$ cat src/otde_regs.svh
// Purpose: named offsets, fields, reset values and timing for the descriptor engine
// Assumes: 32-bit word registers, byte addresses
// Notes: included by both ends, the retry counter, the checker and the testbench
`ifndef OTDE_REGS_SVH
`define OTDE_REGS_SVH
// ****************************************
// register byte offsets
// ****************************************
`define OTDE_OFS_CONTROL 8'h00
`define OTDE_OFS_IRQ_STATUS 8'h04
`define OTDE_OFS_IRQ_SET 8'h08
`define OTDE_OFS_IRQ_CLEAR 8'h0c
`define OTDE_OFS_EHCI_STATUS 8'h10
`define OTDE_OFS_RETRY_LIMIT 8'h14
`define OTDE_OFS_TD_CMD 8'h18
`define OTDE_OFS_TD_INFO 8'h1c
`define OTDE_OFS_TD_BUF 8'h20
`define OTDE_OFS_TD_END 8'h24
`define OTDE_OFS_TD_LINK 8'h28
`define OTDE_OFS_HOST_STAT 8'h2c
// ****************************************
// field positions
// ****************************************
`define OTDE_CTL_PLE_BIT 2
`define OTDE_CTL_IE_BIT 3
`define OTDE_CTL_MIE_BIT 31
`define OTDE_IRQ_UE_BIT 4
`define OTDE_IRQ_WDH_BIT 1
`define OTDE_EHCI_HSE_BIT 4
`define OTDE_INFO_CC_LSB 28
`define OTDE_INFO_EC_LSB 26
`define OTDE_INFO_T_LSB 24
`define OTDE_CMD_GO_BIT 0
`define OTDE_CMD_PERIODIC_BIT 1
`define OTDE_CMD_CARRY_BIT 2
`define OTDE_HST_BUSY_BIT 0
`define OTDE_HST_DONE_BIT 1
`define OTDE_HST_WAITED_BIT 2
`define OTDE_HST_NORESP_BIT 3
// ****************************************
// reset values, codes and timing
// ****************************************
`define OTDE_RETRY_LIMIT_RST 8'h80
`define OTDE_RETRY_OFF 8'h00
`define OTDE_EC_MAX 2'h2
`define OTDE_CC_NOERR 4'h0
`define OTDE_CC_NORESP 4'h5
`define OTDE_CC_PIDFAIL 4'h6
`define OTDE_WR_GAP_NS 84
`define OTDE_CLK_NS 20
`define OTDE_WR_GAP_CYC ((`OTDE_WR_GAP_NS + `OTDE_CLK_NS - 1) / `OTDE_CLK_NS)
`define OTDE_RESUBMIT_MAX 3'h5
`endif

$ cat src/otde_pkg.sv
// Purpose: shared types of the descriptor engine
// Assumes: nothing beyond the register header
// Notes: holds types only
package otde_pkg;
  typedef enum logic [1:0] {OTDE_USB_ACK, OTDE_USB_PIDFAIL, OTDE_USB_NORESP} otde_usb_res_t;
  typedef enum logic [1:0] {OTDE_BUS_OK, OTDE_BUS_RETRY} otde_bus_res_t;
endpackage

$ cat src/otde_if.sv
// Purpose: register port of the descriptor engine between host side and device
// Assumes: single clock, device answers every request with ack
// Notes: one modport per party
`timescale 1ns/100ps
interface otde_if;
  logic [7:0] addr;
  logic [31:0] wdata;
  logic wr;
  logic rd;
  logic [31:0] rdata;
  logic ack;
  logic irq;
  modport dev (input addr, input wdata, input wr, input rd, output rdata, output ack,
    output irq);
  modport host (output addr, output wdata, output wr, output rd, input rdata, input ack,
    input irq);
endinterface

$ cat src/otde_retry_cnt.sv
// Purpose: counts consecutive bus-master retries against the limit
// Assumes: one result per bus-master attempt
// Notes: limit of zero disables the error
`timescale 1ns/100ps
`include "otde_regs.svh"
module otde_retry_cnt
  import otde_pkg::*;
#(
  parameter int W = 8
)
(
  input wire logic clk_sys,
  input wire logic rstn,
  input wire logic res_vld,
  input wire logic res_retry,
  input wire logic [W-1:0] limit,
  output logic expired
);
  logic [W:0] cnt_r;
  wire logic [W:0] cnt_nxt = res_retry ? cnt_r + 1'b1 : '0;
  wire logic over = (cnt_nxt > {1'b0, limit}) && (limit != `OTDE_RETRY_OFF);
  always_ff @(posedge clk_sys)
  begin
    if (!rstn)
      cnt_r <= '0;
    else if (res_vld && !expired)
      cnt_r <= cnt_nxt;
  end
  // saturates via expired so the counter cannot wrap back below the limit
  assign expired = res_vld && over;
endmodule

$ cat src/otde_dev.sv
// Purpose: device end: registers, descriptor engine, retry time-out
// Assumes: usb and bus-master outcomes arrive as one-cycle result strobes
// Notes: one descriptor per go command, packets until it retires or, if periodic, until the list enables drop; packet size given by usb_len
`timescale 1ns/100ps
`include "otde_regs.svh"
module otde_dev
  import otde_pkg::*;
(
  input wire logic clk_sys,
  input wire logic rstn,
  otde_if.dev bus,
  input wire logic usb_vld,
  input wire otde_usb_res_t usb_res,
  input wire logic [10:0] usb_len,
  input wire logic bm_vld,
  input wire otde_bus_res_t bm_res,
  output logic usb_req_r,
  output logic usb_pid_r,
  output logic [31:0] usb_addr_r,
  output logic carry_out_r
);
  // ****************************************
  // registers
  // ****************************************
  logic [31:0] ctl_r;
  logic [31:0] ist_r;
  logic [31:0] ien_r;
  logic [31:0] est_r;
  logic [7:0] lim_r;
  logic [31:0] info_r;
  logic [31:0] cbp_r;
  logic [31:0] be_r;
  logic [31:0] link_r;
  logic [31:0] rdata_r;
  logic ack_r;
  logic irq_r;
  logic periodic_r;
  logic carry_r;
  wire logic expired;
  wire logic wr_ctl = bus.wr && bus.addr == `OTDE_OFS_CONTROL;
  wire logic wr_ist = bus.wr && bus.addr == `OTDE_OFS_IRQ_STATUS;
  wire logic wr_ien = bus.wr && bus.addr == `OTDE_OFS_IRQ_SET;
  wire logic wr_idis = bus.wr && bus.addr == `OTDE_OFS_IRQ_CLEAR;
  wire logic wr_est = bus.wr && bus.addr == `OTDE_OFS_EHCI_STATUS;
  wire logic wr_lim = bus.wr && bus.addr == `OTDE_OFS_RETRY_LIMIT;
  wire logic wr_cmd = bus.wr && bus.addr == `OTDE_OFS_TD_CMD;
  wire logic wr_info = bus.wr && bus.addr == `OTDE_OFS_TD_INFO;
  wire logic wr_cbp = bus.wr && bus.addr == `OTDE_OFS_TD_BUF;
  wire logic wr_be = bus.wr && bus.addr == `OTDE_OFS_TD_END;
  wire logic wr_link = bus.wr && bus.addr == `OTDE_OFS_TD_LINK;
  // ****************************************
  // descriptor engine
  // ****************************************
  wire logic [1:0] tog_f = info_r[`OTDE_INFO_T_LSB +: 2];
  wire logic [1:0] ec_f = info_r[`OTDE_INFO_EC_LSB +: 2];
  wire logic tog_cur = tog_f[1] ? tog_f[0] : carry_r;
  wire logic list_ok = ctl_r[`OTDE_CTL_PLE_BIT] && ctl_r[`OTDE_CTL_IE_BIT];
  wire logic go = wr_cmd && bus.wdata[`OTDE_CMD_GO_BIT] && !usb_req_r &&
    (!bus.wdata[`OTDE_CMD_PERIODIC_BIT] || list_ok);
  wire logic good = usb_vld && usb_req_r && usb_res == OTDE_USB_ACK;
  wire logic bad = usb_vld && usb_req_r && usb_res != OTDE_USB_ACK;
  wire logic [3:0] cc_bad = usb_res == OTDE_USB_PIDFAIL ? `OTDE_CC_PIDFAIL : `OTDE_CC_NORESP;
  wire logic retire_bad = bad && ec_f == `OTDE_EC_MAX;
  wire logic [31:0] rem = be_r - cbp_r + 32'h1;
  wire logic last_pkt = {21'h0, usb_len} >= rem;
  wire logic [31:0] cbp_adv = last_pkt ? 32'h0 : cbp_r + {21'h0, usb_len};
  wire logic [31:0] info_good = {`OTDE_CC_NOERR, 2'h0, 1'b1, ~tog_cur, info_r[23:0]};
  // the code always reports the last attempt; the tally stops at its limit on retire
  wire logic [31:0] info_bad = {cc_bad,
    retire_bad ? ec_f : ec_f + 2'h1, info_r[25:0]};
  wire logic retire = retire_bad || (good && last_pkt);
  wire logic [31:0] ist_set = {27'h0, expired, 2'h0, retire, 1'b0};
  wire logic [31:0] est_set = {27'h0, expired, 4'h0};
  wire logic [31:0] rd_mux =
    bus.addr == `OTDE_OFS_CONTROL ? ctl_r :
    bus.addr == `OTDE_OFS_IRQ_STATUS ? ist_r :
    bus.addr == `OTDE_OFS_IRQ_SET ? ien_r :
    bus.addr == `OTDE_OFS_IRQ_CLEAR ? ien_r :
    bus.addr == `OTDE_OFS_EHCI_STATUS ? est_r :
    bus.addr == `OTDE_OFS_RETRY_LIMIT ? {24'h0, lim_r} :
    bus.addr == `OTDE_OFS_TD_CMD ? {29'h0, carry_r, periodic_r, usb_req_r} :
    bus.addr == `OTDE_OFS_TD_INFO ? info_r :
    bus.addr == `OTDE_OFS_TD_BUF ? cbp_r :
    bus.addr == `OTDE_OFS_TD_END ? be_r :
    bus.addr == `OTDE_OFS_TD_LINK ? link_r : 32'h0;
  wire logic irq_nxt = ctl_r[`OTDE_CTL_MIE_BIT] && |(ist_r & ien_r);
  otde_retry_cnt #(.W(8)) u_retry (
    .clk_sys(clk_sys),
    .rstn(rstn),
    .res_vld(bm_vld),
    .res_retry(bm_res == OTDE_BUS_RETRY),
    .limit(lim_r),
    .expired(expired)
  );
  always_ff @(posedge clk_sys)
  begin
    if (!rstn)
    begin
      ctl_r <= 32'h0;
      ist_r <= 32'h0;
      ien_r <= 32'h0;
      est_r <= 32'h0;
      lim_r <= `OTDE_RETRY_LIMIT_RST;
      ack_r <= 1'b0;
      rdata_r <= 32'h0;
      irq_r <= 1'b0;
    end
    else
    begin
      ack_r <= (bus.wr || bus.rd) && !ack_r;
      rdata_r <= rd_mux;
      irq_r <= irq_nxt;
      if (wr_ctl && !ack_r)
        ctl_r <= bus.wdata;
      // set wins over write-one-to-clear
      ist_r <= (ist_r & ~(wr_ist && !ack_r ? bus.wdata : 32'h0)) | ist_set;
      est_r <= (est_r & ~(wr_est && !ack_r ? bus.wdata : 32'h0)) | est_set;
      if (wr_ien && !ack_r)
        ien_r <= ien_r | bus.wdata;
      else if (wr_idis && !ack_r)
        ien_r <= ien_r & ~bus.wdata;
      if (wr_lim && !ack_r)
        lim_r <= bus.wdata[7:0];
    end
  end
  always_ff @(posedge clk_sys)
  begin
    if (!rstn)
    begin
      info_r <= 32'h0;
      cbp_r <= 32'h0;
      be_r <= 32'h0;
      link_r <= 32'h0;
      usb_req_r <= 1'b0;
      periodic_r <= 1'b0;
      carry_r <= 1'b0;
    end
    else if (usb_req_r)
    begin
      if (good)
      begin
        info_r <= info_good;
        cbp_r <= cbp_adv;
        carry_r <= ~tog_cur;
      end
      else if (bad)
        info_r <= info_bad;
      if (retire)
      begin
        usb_req_r <= 1'b0;
        cbp_r <= link_r;
      end
      else if (periodic_r && !list_ok)
        usb_req_r <= 1'b0;
    end
    else if (!ack_r)
    begin
      if (go)
      begin
        usb_req_r <= 1'b1;
        periodic_r <= bus.wdata[`OTDE_CMD_PERIODIC_BIT];
        carry_r <= bus.wdata[`OTDE_CMD_CARRY_BIT];
      end
      if (wr_info)
        info_r <= bus.wdata;
      if (wr_cbp)
        cbp_r <= bus.wdata;
      if (wr_be)
        be_r <= bus.wdata;
      if (wr_link)
        link_r <= bus.wdata;
    end
  end
  // ****************************************
  // outputs
  // ****************************************
  always_ff @(posedge clk_sys)
  begin
    if (!rstn)
    begin
      usb_pid_r <= 1'b0;
      usb_addr_r <= 32'h0;
      carry_out_r <= 1'b0;
    end
    else
    begin
      usb_pid_r <= tog_cur;
      usb_addr_r <= cbp_r;
      carry_out_r <= carry_r;
    end
  end
  assign bus.rdata = rdata_r;
  assign bus.ack = ack_r;
  assign bus.irq = irq_r;
endmodule

$ cat src/flat_wrapper.sv
// flat-port wrapper written by rule: the top's interface ports become plain ports
module otde_dev_flat import otde_pkg::*;
  (clk_sys, rstn, usb_vld, usb_res, usb_len, bm_vld, bm_res, usb_req_r, usb_pid_r, usb_addr_r, carry_out_r, bus_addr, bus_wdata, bus_wr, bus_rd, bus_rdata, bus_ack, bus_irq);
  otde_if bus_i ();
  input wire logic clk_sys;
  input wire logic rstn;
  input wire logic usb_vld;
  input wire otde_usb_res_t usb_res;
  input wire logic [10:0] usb_len;
  input wire logic bm_vld;
  input wire otde_bus_res_t bm_res;
  output logic usb_req_r;
  output logic usb_pid_r;
  output logic [31:0] usb_addr_r;
  output logic carry_out_r;
  input wire logic [$bits(bus_i.addr)-1:0] bus_addr;
  input wire logic [$bits(bus_i.wdata)-1:0] bus_wdata;
  input wire logic [$bits(bus_i.wr)-1:0] bus_wr;
  input wire logic [$bits(bus_i.rd)-1:0] bus_rd;
  output wire logic [$bits(bus_i.rdata)-1:0] bus_rdata;
  output wire logic [$bits(bus_i.ack)-1:0] bus_ack;
  output wire logic [$bits(bus_i.irq)-1:0] bus_irq;
  assign bus_i.addr = bus_addr;
  assign bus_i.wdata = bus_wdata;
  assign bus_i.wr = bus_wr;
  assign bus_i.rd = bus_rd;
  assign bus_rdata = bus_i.rdata;
  assign bus_ack = bus_i.ack;
  assign bus_irq = bus_i.irq;
  otde_dev u_core (.clk_sys(clk_sys), .rstn(rstn), .bus(bus_i), .usb_vld(usb_vld), .usb_res(usb_res), .usb_len(usb_len), .bm_vld(bm_vld), .bm_res(bm_res), .usb_req_r(usb_req_r), .usb_pid_r(usb_pid_r), .usb_addr_r(usb_addr_r), .carry_out_r(carry_out_r));
endmodule
$ cat config.mk
export PLATFORM = sky130hd
export DESIGN_NAME = otde_dev_flat
export DESIGN_NICKNAME = d
export VERILOG_FILES = /design/src/otde_pkg.sv /design/src/otde_if.sv /design/src/otde_retry_cnt.sv /design/src/otde_dev.sv /design/src/flat_wrapper.sv
export VERILOG_INCLUDE_DIRS = /design/src
export SDC_FILE = /design/constraint.sdc
export NUM_CORES = 1
export LEC_CHECK = 0
export ABC_AREA = 0
export BUFFER_PORTS_ARGS = -buffer_cell sky130_fd_sc_hd__buf_2
export CAP_MARGIN = 20
export CELL_PAD_IN_SITES_DETAIL_PLACEMENT = 1
export CELL_PAD_IN_SITES_GLOBAL_PLACEMENT = 2
export CORE_UTILIZATION = 40
export CTS_BUF_LIST = sky130_fd_sc_hd__clkbuf_8
export CTS_CLUSTER_DIAMETER = 40
export DETAILED_ROUTE_END_ITERATION = 16
export PLACE_DENSITY = 0.87
export SYNTH_ARGS = -nofsm -noshare
export SYNTH_HDL_FRONTEND = slang
export SYNTH_SLANG_ARGS = --single-unit
$ cat constraint.sdc
create_clock -name clk_sys -period 11.25 [get_ports clk_sys]
set_clock_uncertainty 0.05 [all_clocks]
set_input_delay 2.25 -clock clk_sys [delete_from_list [all_inputs] [get_ports clk_sys]]
set_output_delay 2.25 -clock clk_sys [all_outputs]
set_load 0.02 [all_outputs]
# Word level (Yosys, flattened, before mapping)
# Cells that the tools add are included.
# classes
n_eq_ne,18
n_mux,39
reduce_logical,58
addsub,5
n_lt_le_gt_ge,2
bitwise,13
# op_table
op,count
32-bit 2-to-1 mux,26
32-bit bitwise AND,4
32-bit NOT,3
32-bit by 5-bit OR with 32-bit output,2
32-bit by 1-bit adder with 32-bit output (second input constant),1
32-bit by 11-bit adder with 32-bit output,1
8-bit by 5-bit equality test with 1-bit output (second input constant),4
11-bit by 32-bit >= comparator with 1-bit output,1
1-bit logical AND,32
32-bit OR,1
32-bit OR reduction,1
32-bit subtractor,1
8-bit by 6-bit equality test with 1-bit output (second input constant),3
3-bit AND reduction,8
8-bit by 4-bit equality test with 1-bit output (second input constant),2
1-bit 2-to-1 mux,10
2-bit nonzero test,5
9-bit by 1-bit adder with 9-bit output (second input constant),1
9-bit by 8-bit greater-than comparator with 1-bit output,1
9-bit 2-to-1 mux,1
3-bit != test (second input constant),3
8-bit by 3-bit equality test with 1-bit output (second input constant),1
8-bit zero test,1
8-bit nonzero test,1
11 further kinds,21
# word_totals
wordCells,157
register_bits,344

# Logic depth before layout (Yosys ltp)
# logic_depth
ltp_word,12
ltp_mapped,24
ltp_nobuf,22

# Cells and area by module
# From an unflattened synthesis, not the netlist that was laid out.
# hier_totals
hier_cells,2160
area_unflattened_um2,17505.5
# modules_own_cells
module,cells_per_inst,area_per_inst_um2,instances,seq_area_each_um2
otde_dev,2055,16707.3,1,6706.4
otde_retry_cnt,105,798.3,1,180.2

# Worst setup path before layout
# No wires, ideal clock.
# synth_path
kind,input-to-reg
start,input usb_len[7]
end,register u_core.cbp_r[7]
slack_ns,6.098
n_path_buf,1
setup_time_ns,0.124
t_arrival_ns,4.978
path_stages,13
t_required_ns,11.076
path_cell_list,ha_1 -> nand2_1 -> or4_1 -> a21oi_1 -> nor4_1 -> nor3_1 -> o2111ai_1 -> or4_1 -> or3b_4 -> buf_2 -> a21o_1 -> o211ai_1 -> nand3_1
# synth_via
elab_chain_cells,5
# synth_rtl
element,line,source
from (decl),flat_wrapper.sv:9,input wire logic [10:0] usb_len;
32-bit by 11-bit adder with 32-bit output or 11-bit by 32-bit >= comparator with 1-bit output (tied branches),"otde_dev.sv:66, otde_dev.sv:65",
32-bit 2-to-1 mux or 1-bit logical AND (tied branches),"otde_dev.sv:66, otde_dev.sv:71",
32-bit 2-to-1 mux or 1-bit logical OR (tied branches),"otde_dev.sv:140, otde_dev.sv:71",
32-bit 2-to-1 mux or 3-bit != test (tied branches),n/a,
32-bit 2-to-1 mux or 3-bit AND reduction (tied branches),n/a,
to (signal assigned),otde_dev.sv:143,cbp_r <= cbp_adv;
to (signal assigned),otde_dev.sv:151,cbp_r <= link_r;
to (signal assigned),otde_dev.sv:167,cbp_r <= bus.wdata;
to (decl),otde_dev.sv:31,logic [31:0] cbp_r;
# Several ways; a longest one is shown, not always the timed one. The select of a mux whose other input is x is not followed.
# A chain may end at the register's enable or synchronous reset.

# Worst setup path after layout
# layout_path
start,register u_core.cbp_r[4]
end,register u_core.cbp_r[13]
# layout_via
elab_chain_cells,7
# layout_rtl
element,line,source
32-bit subtractor,otde_dev.sv:64,wire logic [31:0] rem = be_r - cbp_r + 32'h1;
32-bit by 1-bit adder with 32-bit output,otde_dev.sv:64,
11-bit by 32-bit >= comparator with 1-bit output,otde_dev.sv:65,"wire logic last_pkt = {21'h0, usb_len} >= rem;"
1-bit logical AND or 32-bit 2-to-1 mux (tied branches),"otde_dev.sv:71, otde_dev.sv:66",
1-bit logical OR or 32-bit 2-to-1 mux (tied branches),"otde_dev.sv:71, otde_dev.sv:140",
3-bit != test (no source line) or 32-bit 2-to-1 mux (tied branches),n/a,
3-bit AND reduction (no source line) or 32-bit 2-to-1 mux (tied branches),n/a,
# Several ways; a longest one is shown, not always the timed one. The select of a mux whose other input is x is not followed.

==> run metrics <==
metal3 WL=4423 µm; ANT nets after route=0; first-pass GRT wire length=111,300 µm; cts bufs inserted=72; max-cap check violation count=0; Synth Area per Inst=7.790 µm²; hold buffer count at CTS=0; CP Buf/Inv Count=1; Place WS=5.299 ns; crit path max fanout=14; PortBufs=129; Max Used Layer=met5; RSZ-0062 raised after global routing=no; total gr overflow=0; Synth Area in Adders=0.06786; Final period util=0.5095; total number of vias=18,118; IO Count=130; slowest CP cell=or4_1; hold violation total from the final report=0; Die Span Y=212.6 µm; slew margin rel.=0.2790; placed instance area=0.01867 mm²; status=finished clean; via/cell ratio=6.109; DP HPWL=53,410 µm; Final min period=5.732 ns; initial antenna violation count=4; Worst Path Arrival=6.22 ns; Core Rows=76; post-CTS setup buffer count=0; largest net degree at the start of global routing=89; distinct cell type count after synthesis=84; fill count=5,369; Placer Congestion=0.9167; Syn Nets=2,433; Routed WL=74,800 µm; Post-CTS Resized=0; Clock Root Buffer=clkbuf_8; Least-Margin Pin Slew=1.082 ns; Hold Path Class=reg2reg; Initial Utilization=0.4090; first drt pass iteration count=8; nets=2,481; flops & latches, synth=344; Post-Synth XOR/XNOR Area=0.02321; Seq/Total Area, Yosys=0.3883; final instance area=0.02019 mm²; critical path's top delay family=simple AND/OR/NAND/NOR gates; proportion of synthesized area in mux cells=0.007548; critical path class=reg2reg; average wire per standard cell=25.22 µm; die area=0.04519 mm²; slowest cell delay on critical path=0.60 ns; fin. max-slew vios=0; final worst slack=5.518 ns; clk sinks=344; drt drc=0; Area growth syn-to-layout=13.83%; Pwr per Cell Area=137.6 mW/mm²; EDFF count, synth=0; Lkg Pwr=7.705 nW; Data required, critical path=11.73 ns; layout cell share with drive strength beyond 1=0.1307; YS warnings=0; post-synthesis simple-gate area fraction=0.1862; CTS tree=done; crit path capture type=flop; total power=0.002777 W; maximum achievable frequency=174.5 MHz; Starting DRT DRC Count=1,654; post-synthesis compound-gate area fraction=0.2720; largest family of logic cells by synthesized area=compound AO/OA/AOI/OAI gates; setup_tns=0 ns; core region area=0.04336 mm²; M1 wire length=31,190 µm; Synth async-reset ratio=0; maximum VDD drop=0.09926 mV; metal2 WL=35,640 µm; H-tree lvl count=3; Post-Syn Area=0.01774 mm²; clk slew on worst S/H paths=0.06 ns; crit-path cells=inv_1 -> ha_1 -> ha_1 -> and2_4 -> a221oi_2 -> nand2_1 -> xnor2_1 -> ha_1 -> nand2_1 -> or4_1 -> a21oi_1 -> nor4_1 -> nor3_1 -> o2111ai_1 -> or4_1 -> or3b_4 -> nand2_4 -> o221ai_1 -> a22o_1; CP most frequent cell=ha_1; CTS Buffer Depth=3; vias in the first global route=18,057; synthesized instance count=2,277; clock latency on the worst-skew pair=0.66 ns; GRT Util Overall=0.3294; ys flop type=dfxtp_1; Die X=212.6 µm; Setup crit start kind=flop; # setup viols final=0
==> flip-flops by register name (all words and copies together) (netlist names), 9 cells and up, named ones only <==
| signal | flops |
|---|---|
| u_core.be_r | 32 |
| u_core.bus.rdata | 32 |
| u_core.cbp_r | 32 |
| u_core.ctl_r | 32 |
| u_core.est_r | 32 |
| u_core.info_r | 32 |
| u_core.ist_r | 32 |
| u_core.link_r | 32 |
| u_core.usb_addr_r | 32 |
| u_core.u_retry.cnt_r | 9 |
==> cell usage after synthesis (17+ instances only) <==
library cell	number	area, µm²
a21oi_1	360	1802
a222oi_1	29	290.3
a22oi_1	45	337.8
a311oi_1	32	280.3
a31oi_1	26	162.7
clkbuf_1	157	589.3
dfxtp_1	344	6887
ha_1	93	1164
inv_1	69	259.0
nand2_1	455	1708
nand3_1	42	210.2
nand4_1	19	118.9
nor2_1	129	484.2
nor3_1	42	210.2
o211ai_1	17	127.6
o21a_1	18	135.1
o21ai_0	92	460.4
xnor2_1	29	254.0
xor2_1	18	157.7
==> tightest hold or removal path, cell delays in order, from the launching register on <==
cell     delay [ns]
dfxtp_1        0.31
nand2_1        0.05
a21oi_1        0.03
==> routing by layer <==
metal	vias up	GRT usage
li1	8248	-
met4	2	0.1642
met5	-	0
met2	645	0.5490
met1	9064	0.4118
met3	159	0.05140
==> logic make-up after synthesis <==
logic type,Yosys count
xor gates and xnor gates,47
DFF,344
buffers and inverters,252
AOI/OAI and AO/OA,757
and+or+nand+nor,769
adders and majority gates,95
muxes,13
==> final timing paths <==
check / end / startpoint / cells after the start / slack [ns]
setup / recovery: u_core.cbp_r[13]$_SDFFE_PN0P_ / u_core.cbp_r[4]$_SDFFE_PN0P_ / 19 / 5.52
hold / removal: u_core.est_r[12]$_SDFF_PN0_ / u_core.est_r[12]$_SDFF_PN0_ / 2 / 0.38
setup reg to reg: u_core.cbp_r[13]$_SDFFE_PN0P_ / u_core.cbp_r[4]$_SDFFE_PN0P_ / 19 / 5.52
hold reg to reg: u_core.est_r[12]$_SDFF_PN0_ / u_core.est_r[12]$_SDFF_PN0_ / 2 / 0.38
==> power breakdown <==
| part | switching, W | internal [W] | total [W] |
|---|---|---|---|
| clock network | 0.000589 | 0.000791 | 0.00138 |
| logic | 0.000129 | 0.0000464 | 0.000176 |
| registers | 0.00000155 | 0.00122 | 0.00122 |
| total | 0.000720 | 0.00206 | 0.00278 |
==> layout by cell type, fill, tap and decap left out, types with 6 or more instances in the layout <==
cell type	n
a211o_1	10
a211oi_1	7
a21o_1	13
a21oi_1	360
a221oi_1	14
a222oi_1	29
a22o_1	14
a22oi_1	45
a311oi_1	32
a31oi_1	26
and2_1	11
and3_1	8
buf_2	128
buf_4	27
clkbuf_8	90
clkinvlp_4	6
dfxtp_1	343
ha_1	93
inv_1	91
mux2i_1	10
nand2_1	454
nand2b_1	12
nand3_1	42
nand4_1	19
nor2_1	121
nor3_1	38
o2111ai_1	8
o211ai_1	17
o21a_1	18
o21ai_0	92
o221ai_1	15
or2_2	8
or3_1	9
xnor2_1	29
xor2_1	18
==> area by class of cell <==
| cell class | count | area [µm²] | area share |
|---|---|---|---|
| Antenna cell | 2 | 5.005 | 0.0002479 |
| Clock buffer | 90 | 1239 | 0.06135 |
| Clock inverter | 38 | 262.8 | 0.01301 |
| Inverter | 70 | 267.8 | 0.01326 |
| Multi-Input combinational cell | 1681 | 9941 | 0.4924 |
| Sequential cell | 344 | 6888 | 0.3412 |
| Tap cell | 585 | 732.0 | 0.03625 |
| Timing Repair Buffer | 156 | 854.6 | 0.04233 |
==> metrics by stage <==
stage / utilization / std cells / hold slack [ns]
finish: 0.4656 / 2966 / 0.3837
global route: 0.4655 / 2965 / 0.3975
CTS: 0.4652 / 2963 / 0.3839
detailed placement: 0.4306 / 2835 / 0.3746
global placement: 0.4306 / 2835 / 0.3676
floorplan: - / 2277 / 0.3621
(Power assumes the default switching activity.)
